$ cat config.mk
export PLATFORM = sky130hd
export DESIGN_NAME = weld_initiation_sequencer
export DESIGN_NICKNAME = d
export VERILOG_FILES = /design/src/shared/weld_init_pkg.sv /design/src/hw/weld_initiation_sequencer.sv /design/src/hw/contact_debounce.sv
export SDC_FILE = /design/constraint.sdc
export NUM_CORES = 1
export LEC_CHECK = 0
export BUFFER_PORTS_ARGS = -buffer_cell sky130_fd_sc_hd__buf_2
export CAP_MARGIN = 20
export CORE_AREA = 2 2 124 126
export CTS_BUF_LIST = sky130_fd_sc_hd__clkbuf_8
export DETAILED_ROUTE_END_ITERATION = 10
export DIE_AREA = 0 0 126 128
export GPL_ROUTABILITY_DRIVEN = 1
export PLACE_DENSITY = 0.68
export SLEW_MARGIN = 20
export SYNTH_ARGS = -nofsm -noshare
export SYNTH_HDL_FRONTEND = slang
export SYNTH_HIERARCHICAL = 1
export SYNTH_SLANG_ARGS = --single-unit
$ cat constraint.sdc
create_clock -name clk_i -period 2 [get_ports clk_i]
set_input_delay 0 -clock clk_i [delete_from_list [all_inputs] [get_ports clk_i]]
set_output_delay 0 -clock clk_i [all_outputs]
set_load 0.03 [all_outputs]
$ cat src/shared/weld_init_pkg.sv
// Package: constants and types shared by the weld initiation sequencer
package weld_init_pkg;
  // --------------------------------------------------------------------
  // Schedules
  // --------------------------------------------------------------------
  localparam logic [7:0] SCHED_SECOND_START = 8'h0A; // Schedule 10
  localparam logic [7:0] SCHED_THIRD_START = 8'h14;  // Schedule 20
  localparam logic [7:0] SCHED_RESET = 8'h00;
  localparam logic [7:0] SCHED_EXT_BASE = 8'h00;

  // --------------------------------------------------------------------
  // Timing at 25 MHz
  // --------------------------------------------------------------------
  localparam int CLK_HZ = 25000000;
  localparam int DEBOUNCE_US = 10000;
  localparam int DEBOUNCE_CYCLES = (CLK_HZ / 1000000) * DEBOUNCE_US;
  localparam int SEQ_DONE_WAIT = 0;

  // --------------------------------------------------------------------
  // Register layout: interrupt, control, schedule and state
  // --------------------------------------------------------------------
  localparam logic [3:0] ADDR_STATUS = 4'h0;
  localparam logic [3:0] ADDR_CLEAR = 4'h1;
  localparam logic [3:0] ADDR_ENABLE = 4'h2;
  localparam logic [3:0] ADDR_CONTROL = 4'h3;
  localparam logic [3:0] ADDR_SCHED = 4'h4;
  localparam logic [3:0] ADDR_STATE = 4'h5;
  localparam int EVT_W = 4;
  localparam int EVT_START = 0;
  localparam int EVT_DONE = 1;
  localparam int EVT_ESTOP = 2;
  localparam int EVT_RELEASE = 3;
  localparam logic [3:0] ENABLE_RESET = 4'h0;
  localparam logic [3:0] CONTROL_RESET = 4'h0;
  localparam int CTL_EXT_SEL = 0;
  localparam int CTL_TWO_STAGE = 1;
  localparam int CTL_REPEAT = 2;
  localparam int CTL_WELD_LED = 3;

  // --------------------------------------------------------------------
  // Sequencer states
  // --------------------------------------------------------------------
  typedef enum logic [4:0] {
    ST_IDLE = 5'h01,
    ST_RUN = 5'h02,
    ST_DONE = 5'h04,
    ST_ESTOP = 5'h08,
    ST_WAIT_OPEN = 5'h10
  } seq_state_t;
endpackage : weld_init_pkg

$ cat src/hw/weld_initiation_sequencer.sv
// Weld initiation sequencer: pilot inputs, schedule start, valves, weld gate
//
// Overview of operation
// - Third input starts at schedule 20
// - External select: inputs point, primary starts
// - Open emergency loop forces emergency stop
// - Weld current only with weld switch closed
// - Single stage start latched to completion
// - Repeat single stage while input closed
// - First stage energises valves when idle, no sequence
// - Each second-stage input starts own schedule
// - Started sequence continues if first stage opens
// - Ignore starts while sequence runs
// - Repeat two stage while a second-stage input closed
// - No-weld runs sequence, lights indicator, no current
// - Current only in weld interval, switch closed
// - Open weld switch means no-weld despite indicator
// - Second input starts at schedule 10
// - Primary input starts at displayed schedule
// - Estop drops outputs; needs fresh pilot closure
//
// Design decisions made here: the strobed register port and the placing of the registers.
`timescale 1ns/1ns
`default_nettype none
module weld_initiation_sequencer #(
  parameter int DEBOUNCE = weld_init_pkg::DEBOUNCE_CYCLES
) (
  // Clock and reset
  input wire logic clk_i,
  input wire logic srst_i,
  // Contact inputs, high when closed
  input wire logic first_stage_pilot_input_i,
  input wire logic primary_initiate_input_i,
  input wire logic second_initiate_pointer_low_i,
  input wire logic third_initiate_pointer_high_i,
  input wire logic emergency_stop_loop_input_i,
  input wire logic weld_enable_switch_input_i,
  // Sequence timing core handshake
  input wire logic [7:0] display_schedule_i,
  input wire logic weld_interval_i,
  input wire logic [2:0] schedule_valves_i,
  input wire logic seq_done_i,
  output logic seq_start_o,
  output logic [7:0] seq_schedule_o,
  output logic seq_active_o,
  // Plant outputs
  output logic solenoid_valve_one_output_o,
  output logic solenoid_valve_two_output_o,
  output logic solenoid_valve_three_output_o,
  output logic weld_current_o,
  output logic no_weld_led_o,
  output logic estop_o,
  // Register port
  input wire logic [3:0] addr_i,
  input wire logic [7:0] wdata_i,
  input wire logic wr_i,
  input wire logic rd_i,
  output logic [7:0] rdata_o,
  output logic irq_o
);
  localparam int NIN = 6;

  // --------------------------------------------------------------------
  // Debounced inputs
  // --------------------------------------------------------------------
  logic [NIN-1:0] raw;
  logic [NIN-1:0] clean;
  assign raw = {weld_enable_switch_input_i, emergency_stop_loop_input_i,
                third_initiate_pointer_high_i, second_initiate_pointer_low_i,
                primary_initiate_input_i, first_stage_pilot_input_i};

  // One debouncer per contact
  for (genvar g = 0; g < NIN; g++) begin : g_db
    contact_debounce #(.COUNT(DEBOUNCE)) u_db (
      .clk_i(clk_i),
      .srst_i(srst_i),
      .raw_i(raw[g]),
      .clean_o(clean[g])
    );
  end

  logic first_stage;
  logic primary_in;
  logic second_in;
  logic third_in;
  logic loop_ok;
  logic weld_sw;
  assign first_stage = clean[0];
  assign primary_in = clean[1];
  assign second_in = clean[2];
  assign third_in = clean[3];
  assign loop_ok = clean[4];
  assign weld_sw = clean[5];

  // --------------------------------------------------------------------
  // State
  // --------------------------------------------------------------------
  typedef struct packed {
    weld_init_pkg::seq_state_t st;
    logic [7:0] sched;
    logic [3:0] ctl;
    logic [weld_init_pkg::EVT_W-1:0] en;
    logic [weld_init_pkg::EVT_W-1:0] status;
    logic [7:0] rdata;
    logic start;
  } top_t;
  top_t s_reg;
  top_t s_next;

  logic ext_sel;
  logic two_stage;
  logic repeat_mode;
  logic any_start;
  logic any_pilot;
  logic [weld_init_pkg::EVT_W-1:0] evt;
  logic [7:0] start_sched;

  assign ext_sel = s_reg.ctl[weld_init_pkg::CTL_EXT_SEL];
  assign two_stage = s_reg.ctl[weld_init_pkg::CTL_TWO_STAGE];
  assign repeat_mode = s_reg.ctl[weld_init_pkg::CTL_REPEAT];
  // Under external select only the primary input starts
  assign any_start = ext_sel ? primary_in : (primary_in | second_in | third_in);
  assign any_pilot = any_start | (two_stage & first_stage);

  // Start schedule: pointer inputs under external select, else priority primary, then second, then third input
  always_comb begin
    if (ext_sel) begin
      start_sched = weld_init_pkg::SCHED_EXT_BASE + {6'h00, third_in, second_in};
    end else if (primary_in) begin
      start_sched = display_schedule_i;
    end else if (second_in) begin
      start_sched = weld_init_pkg::SCHED_SECOND_START;
    end else begin
      start_sched = weld_init_pkg::SCHED_THIRD_START;
    end
  end

  // Sequencer, registers and events
  always_comb begin
    s_next = s_reg;
    s_next.start = 1'b0;
    evt = '0;
    unique case (s_reg.st)
      weld_init_pkg::ST_IDLE: begin
        if (any_start) begin
          s_next.st = weld_init_pkg::ST_RUN;
          s_next.sched = start_sched;
          s_next.start = 1'b1;
          evt[weld_init_pkg::EVT_START] = 1'b1;
        end
      end
      weld_init_pkg::ST_RUN: begin
        // Latched: pilot state ignored until done
        if (seq_done_i) begin
          s_next.st = weld_init_pkg::ST_DONE;
          evt[weld_init_pkg::EVT_DONE] = 1'b1;
        end
      end
      weld_init_pkg::ST_DONE: begin
        // Repeat while pilot held, else wait for release
        if (repeat_mode && (two_stage ? any_pilot : any_start) && any_start) begin
          s_next.st = weld_init_pkg::ST_RUN;
          s_next.sched = start_sched;
          s_next.start = 1'b1;
          evt[weld_init_pkg::EVT_START] = 1'b1;
        end else if (repeat_mode && two_stage && first_stage) begin
          s_next.st = weld_init_pkg::ST_DONE;
        end else if (any_start) begin
          s_next.st = weld_init_pkg::ST_WAIT_OPEN;
        end else begin
          s_next.st = weld_init_pkg::ST_IDLE;
        end
      end
      weld_init_pkg::ST_ESTOP: begin
        if (loop_ok) begin
          s_next.st = weld_init_pkg::ST_WAIT_OPEN;
          evt[weld_init_pkg::EVT_RELEASE] = 1'b1;
        end
      end
      weld_init_pkg::ST_WAIT_OPEN: begin
        // Fresh closure needed after release or completion
        if (!any_start) begin
          s_next.st = weld_init_pkg::ST_IDLE;
        end
      end
    endcase
    // Open loop overrides next state and start pulse; that cycle's events and schedule still latch
    if (!loop_ok) begin
      s_next.st = weld_init_pkg::ST_ESTOP;
      s_next.start = 1'b0;
      if (s_reg.st != weld_init_pkg::ST_ESTOP) begin
        evt[weld_init_pkg::EVT_ESTOP] = 1'b1;
      end
    end
    // Register writes; new events win over clear
    if (wr_i) begin
      unique case (addr_i)
        weld_init_pkg::ADDR_CLEAR: s_next.status = s_reg.status & ~wdata_i[3:0];
        weld_init_pkg::ADDR_ENABLE: s_next.en = wdata_i[3:0];
        weld_init_pkg::ADDR_CONTROL: s_next.ctl = wdata_i[3:0];
        default: begin
        end
      endcase
    end
    s_next.status = s_next.status | evt;
    // Read data, one cycle later
    s_next.rdata = 8'h00;
    if (rd_i) begin
      unique case (addr_i)
        weld_init_pkg::ADDR_STATUS: s_next.rdata = {4'h0, s_reg.status};
        weld_init_pkg::ADDR_ENABLE: s_next.rdata = {4'h0, s_reg.en};
        weld_init_pkg::ADDR_CONTROL: s_next.rdata = {4'h0, s_reg.ctl};
        weld_init_pkg::ADDR_SCHED: s_next.rdata = s_reg.sched;
        weld_init_pkg::ADDR_STATE: s_next.rdata = {3'h0, s_reg.st};
        default: s_next.rdata = 8'h00;
      endcase
    end
  end

  // State register
  always_ff @(posedge clk_i) begin
    if (srst_i) begin
      s_reg.st <= weld_init_pkg::ST_IDLE;
      s_reg.sched <= weld_init_pkg::SCHED_RESET;
      s_reg.ctl <= weld_init_pkg::CONTROL_RESET;
      s_reg.en <= weld_init_pkg::ENABLE_RESET;
      s_reg.status <= '0;
      s_reg.rdata <= 8'h00;
      s_reg.start <= 1'b0;
    end else begin
      s_reg <= s_next;
    end
  end

  // --------------------------------------------------------------------
  // Outputs
  // --------------------------------------------------------------------
  logic running;
  logic welding_ok;
  logic valves_on;
  assign running = (s_reg.st == weld_init_pkg::ST_RUN);
  // Weld only with indicator set and switch closed
  assign welding_ok = s_reg.ctl[weld_init_pkg::CTL_WELD_LED] & weld_sw;
  // Valves during sequence, or first stage while idle in two stage mode
  assign valves_on = running
    | (two_stage & first_stage & (s_reg.st == weld_init_pkg::ST_IDLE));

  assign seq_start_o = s_reg.start;
  assign seq_schedule_o = s_reg.sched;
  assign seq_active_o = running;
  assign solenoid_valve_one_output_o = valves_on & schedule_valves_i[0];
  assign solenoid_valve_two_output_o = valves_on & schedule_valves_i[1];
  assign solenoid_valve_three_output_o = valves_on & schedule_valves_i[2];
  assign weld_current_o = running & weld_interval_i & welding_ok;
  assign no_weld_led_o = ~welding_ok;
  assign estop_o = (s_reg.st == weld_init_pkg::ST_ESTOP);
  assign rdata_o = s_reg.rdata;
  assign irq_o = |(s_reg.status & s_reg.en);

  // --------------------------------------------------------------------
  // Assertions
  // --------------------------------------------------------------------
  AST_ESTOP_ENTRY: assert property (@(posedge clk_i) disable iff (srst_i)
    !loop_ok |=> estop_o)
    else $error("open loop did not force emergency stop");
  AST_ESTOP_OUTPUTS: assert property (@(posedge clk_i) disable iff (srst_i)
    estop_o |-> !weld_current_o && !solenoid_valve_one_output_o && !seq_active_o)
    else $error("outputs live during emergency stop");
  AST_NO_RESTART: assert property (@(posedge clk_i) disable iff (srst_i)
    estop_o && loop_ok |=> !seq_start_o)
    else $error("restart straight out of emergency stop");
  AST_WELD_GATE: assert property (@(posedge clk_i) disable iff (srst_i)
    weld_current_o |-> weld_sw && weld_interval_i)
    else $error("current without weld switch or interval");
  AST_NOWELD_LED: assert property (@(posedge clk_i) disable iff (srst_i)
    !weld_sw |-> no_weld_led_o && !weld_current_o)
    else $error("weld switch open but not in no-weld");
  AST_LATCH: assert property (@(posedge clk_i) disable iff (srst_i)
    seq_active_o && loop_ok && !seq_done_i |=> seq_active_o)
    else $error("sequence dropped before done");
  AST_NO_RESTART_RUN: assert property (@(posedge clk_i) disable iff (srst_i)
    seq_active_o |=> !seq_start_o)
    else $error("start accepted while running");
  AST_THIRD_SCHED: assert property (@(posedge clk_i) disable iff (srst_i)
    $rose(seq_active_o) && !ext_sel && !$past(primary_in) && !$past(second_in)
      |-> seq_schedule_o == weld_init_pkg::SCHED_THIRD_START)
    else $error("third input wrong schedule");
  AST_SECOND_SCHED: assert property (@(posedge clk_i) disable iff (srst_i)
    $rose(seq_active_o) && !ext_sel && !$past(primary_in) && $past(second_in)
      |-> seq_schedule_o == weld_init_pkg::SCHED_SECOND_START)
    else $error("second input wrong schedule");
  AST_EXT_ONLY_PRIMARY: assert property (@(posedge clk_i) disable iff (srst_i)
    s_reg.st == weld_init_pkg::ST_IDLE && ext_sel && !primary_in && loop_ok |=> !seq_start_o)
    else $error("pointer input started sequence");
  AST_FIRST_STAGE: assert property (@(posedge clk_i) disable iff (srst_i)
    s_reg.st == weld_init_pkg::ST_IDLE && two_stage && first_stage && !any_start
      |-> !seq_start_o ##1 !seq_active_o)
    else $error("first stage started a sequence");
  COV_START: cover property (@(posedge clk_i) disable iff (srst_i) seq_start_o);
  COV_REPEAT: cover property (@(posedge clk_i) disable iff (srst_i)
    s_reg.st == weld_init_pkg::ST_DONE ##1 seq_start_o);
  COV_ESTOP: cover property (@(posedge clk_i) disable iff (srst_i) seq_active_o ##1 estop_o);
  COV_WELD: cover property (@(posedge clk_i) disable iff (srst_i) weld_current_o);
endmodule : weld_initiation_sequencer
`default_nettype wire

$ cat src/hw/contact_debounce.sv
// Contact input synchroniser and debouncer
`timescale 1ns/1ns
`default_nettype none
module contact_debounce #(
  parameter int COUNT = 250000
) (
  // Clock and reset
  input wire logic clk_i,
  input wire logic srst_i,
  // Raw contact and clean level
  input wire logic raw_i,
  output logic clean_o
);
  localparam int CW = $clog2(COUNT + 1);
  typedef struct packed {
    logic s1;
    logic s2;
    logic level;
    logic [CW-1:0] cnt;
  } db_t;
  db_t db_reg;
  db_t db_next;

  // Two stage sync, then level must hold COUNT cycles
  always_comb begin
    db_next = db_reg;
    db_next.s1 = raw_i;
    db_next.s2 = db_reg.s1;
    if (db_reg.s2 == db_reg.level) begin
      db_next.cnt = '0;
    end else if (db_reg.cnt == CW'(COUNT - 1)) begin
      db_next.level = db_reg.s2;
      db_next.cnt = '0;
    end else begin
      db_next.cnt = db_reg.cnt + CW'(1);
    end
  end

  // State register
  always_ff @(posedge clk_i) begin
    if (srst_i) begin
      db_reg <= '0;
    end else begin
      db_reg <= db_next;
    end
  end

  assign clean_o = db_reg.level;
endmodule : contact_debounce
`default_nettype wire

==> flow_summary.json <==
{
  "postCtsSetupBuffers": 0,
  "synth_cell_types": 58,
  "ys_ff_latch": 160,
  "drt_iter0_drc": 337,
  "syn_to_final_growth_pct": 17.4,
  "drive_above_1_share_pct": 18.2,
  "drv_slew": 0,
  "crit_type": "in2reg",
  "power_density_nw_per_um2": 686,
  "min_to": "s_reg[11]$_SDFF_PP0_",
  "grt_antenna_before_repair": 1,
  "cts_tree": "done",
  "first_global_vias": 5489,
  "max_cap_viol_count": 0,
  "cts_sinks": 160,
  "slew-limit-headroom_pct": 44.0,
  "power.total_uw": 5880,
  "num_rows": 45,
  "worst-path-max-fanout": 5,
  "io_buffers": 55,
  "die-area_sq_um": 16100,
  "power_frac_comb_pct": 3.5,
  "synth_nets": 874,
  "r2r_cells": 5,
  "io_pins": 60,
  "period_share_pct": 94.8,
  "ir_worst_vdd_v": 0.000432,
  "crit_start": "addr_i[3]",
  "initial_core_util_pct": 49.2,
  "p_leak_uw": 0.00272,
  "worstHoldStart": "addr_i[1]",
  "yosysWarnings": 6,
  "status": "complete, no violations",
  "synthFlopType": "dfxtp_1",
  "vias": 6060,
  "seqPwrFrac_pct": 54.8,
  "worstPathRequired_ns": 2.40,
  "gr-usage-all-layers_pct": 19.4,
  "ff2ff_setup_slack_ns": 0.13,
  "viasPerCell": 5.34,
  "numCtsBuffers": 17,
  "min_path_type": "in2reg",
  "cp_slowest_stage_delay_ns": 0.59,
  "synth-edff-count": 0,
  "synth_area_leaders": "dfxtp_1 (44%), xnor2_1 (8.6%), nor2_1 (6.0%)",
  "largest_register_ffs": 114,
  "layout_min_cycle_time_ns": 1.90,
  "endpoint_kind": "register",
  "cp-start-kind": "input port",
  "finalHoldViolCount": 0,
  "drc": 0,
  "final-setup-viol-count": 0,
  "clock_power_share_pct": 41.8,
  "critPathSlowestCell": "dlygate4sd3_1",
  "coreArea_sq_um": 14900,
  "dp_hpwl_um": 10400,
  "async_flop_share_pct": 0,
  "syn_area_per_cell_sq_um": 8.77,
  "whs_path_depth": 5,
  "path_clk_slew_ns": 0.09,
  "nets": 973,
  "clk_latency_ns": 0.45,
  "crit_top_cell": "dlygate4sd3_1",
  "clockRootBuffer": "clkbuf_8",
  "syn-cell-area_sq_um": 7310,
  "path_cells": "buf_2 -> dlygate4sd3_1 -> nor3b_2 -> dlygate4sd3_1 -> nand2_2 -> nor3_2 -> dlygate4sd3_1",
  "synth_top_cell_area_share_pct": 43.8,
  "cts.path.max_buffers": 2,
  "reg2reg_from": "g_db[1].u_db/db_reg[0]$_SDFF_PP0_",
  "arrival_ns": 2.29,
  "die_y_um": 128,
  "r2r_end": "g_db[1].u_db/db_reg[14]$_SDFF_PP0_",
  "die_w_um": 126,
  "wirelength_um": 15300,
  "drtAntennaViolNets": 0,
  "seq_area_frac_synth_pct": 43.8,
  "p_sw_share_pct": 22.5,
  "finClkSkew_ns": 0.0106,
  "rsz0062_at_grt": "false",
  "overflow": 0,
  "grt_max_degree": 41,
  "gp_congestion": 0.823,
  "nFillCells": 1377,
  "wl_per_cell_um": 13.5,
  "yosysTopAreaCell": "dfxtp_1",
  "drtPass1Iterations": 4,
  "fmax_mhz": 527,
  "fin_tns_setup_ns": 0,
  "grt_pass1_wl_um": 25900,
  "p_int_uw": 4560,
  "netSwitchingPower_uw": 1320,
  "cts_htree_levels": 4,
  "tightest_slew_ns": 0.828,
  "synthCells": 833
}
[worst max-delay path by stage]
stage,endpoint,slack (ns)
floorplan,g_db[4].u_db/db_reg[14]$_SDFF_PP0_,0.19
detailed placement,g_db[1].u_db/db_reg[14]$_SDFF_PP0_,0.14
CTS,weld_current_o,0.07
global placement,g_db[1].u_db/db_reg[14]$_SDFF_PP0_,0.18
finish,rdata_o[4]$_SDFF_PP0_,0.10
global route,g_db[1].u_db/db_reg[14]$_SDFF_PP0_,0.001
[cell usage after synthesis, types with 2 or more instances]
master    count
nand4_1      16
nor3_1       29
a22oi_1       3
or3_1        14
nor4b_1      13
nor2_1      116
buf_4        17
nand3_1      38
nand3_2       6
nor3b_1       2
a22o_1        4
and2_1        7
o21ai_2       6
clkbuf_1     12
xor2_1        8
nor4bb_1      6
o21ai_0      23
nor4_1       26
inv_1        25
nor2b_1      22
or3_2        12
mux2i_1      10
nand2_1      58
or2_2         3
and3_1        7
or4_4         6
or4_2         6
xnor2_1      72
a222oi_1      4
nand3b_1      4
or4_1         6
mux2_2        4
ha_1          6
and3b_1       3
buf_2         4
dfxtp_1     160
o31ai_1      14
a21oi_1      41
[power groups by stage]
stage | Clock [uW] | Combinational [uW] | Sequential (uW)
finish | 2460 | 203 | 3220
global route | 2660 | 225 | 3230
CTS | 2530 | 202 | 3220
detailed placement | 0 | 160 | 3300
global placement | 0 | 159 | 3300
floorplan | 0 | 90.9 | 3290
[metrics by stage]
| stage | setup slack [ns] | instances | hold WS (ns) | cell area [sq um] | utilization (%) |
|---|---|---|---|---|---|
| detailed placement | 0.140 | 1074 | 0.215 | 7870 | 52.9 |
| global route | 0.00131 | 1134 | 0.114 | 8580 | 57.7 |
| CTS | 0.0703 | 1133 | 0.0479 | 8560 | 57.6 |
| finish | 0.104 | 1134 | 0.0979 | 8580 | 57.7 |
| floorplan | 0.194 | 833 | 0.0691 | 7310 | - |
| global placement | 0.184 | 1074 | 0.210 | 7870 | 52.9 |
[cells by family after synthesis]
logic type,share of synthesized area [%]
flops,43.8
compound gates,9.28
xor+xnor,9.59
mux,1.99
fa+ha+maj,1.03
simple gates,30.3
buf+inv,3.99
[per-layer routing]
| metal | vias to the layer above | part of all wire, % | routed length [um] | GRT usage [%] |
|---|---|---|---|---|
| met4 | 0 | 1.1 | 174 | 5.56 |
| met3 | 15 | 3.9 | 592 | 5.38 |
| met1 | 2814 | 48 | 7420 | 25.8 |
| li1 | 3137 | - | - | - |
| met5 | - | 0 | 0 | 0 |
| met2 | 94 | 47 | 7150 | 31.1 |
[layout make-up]
cell class	count	area [sq um]	area share [%]
well taps	188	235	2.74
flip-flops and latches	160	3210	37.4
clock inverters	14	166	1.94
clock buffers	18	248	2.89
inverters	25	93.8	1.09
multi-input cells	614	3840	44.8
repair buffers	114	786	9.16
diodes	1	2.50	0.0292
[critical path: cells and delay by family]
family	cells	cell delay (ns)
AND/OR/NAND/NOR	3	0.45
buffers and inverters	4	1.84
[what timing repair did]
item / in CTS / in global routing
hold endpoints to repair: 36 / 0
gates resized for setup: 2 / 6
endpoints found under the setup margin: 3 / 3
hold buffers: 27 / 0
[cells in the final DEF, fill, tap and decap left out, types with 8 or more instances in the layout]
cell type,instances
a21oi_1,41
buf_2,55
buf_4,32
clkbuf_8,18
dfxtp_1,158
dlygate4sd3_1,27
inv_1,27
mux2i_1,10
nand2_1,57
nand3_1,38
nand4_1,16
nor2_1,115
nor2b_1,22
nor3_1,28
nor4_1,24
nor4b_1,13
o21ai_0,23
o31ai_1,14
or3_1,14
or3_2,12
xnor2_1,72
xor2_1,8
(Power assumes the default switching activity.)
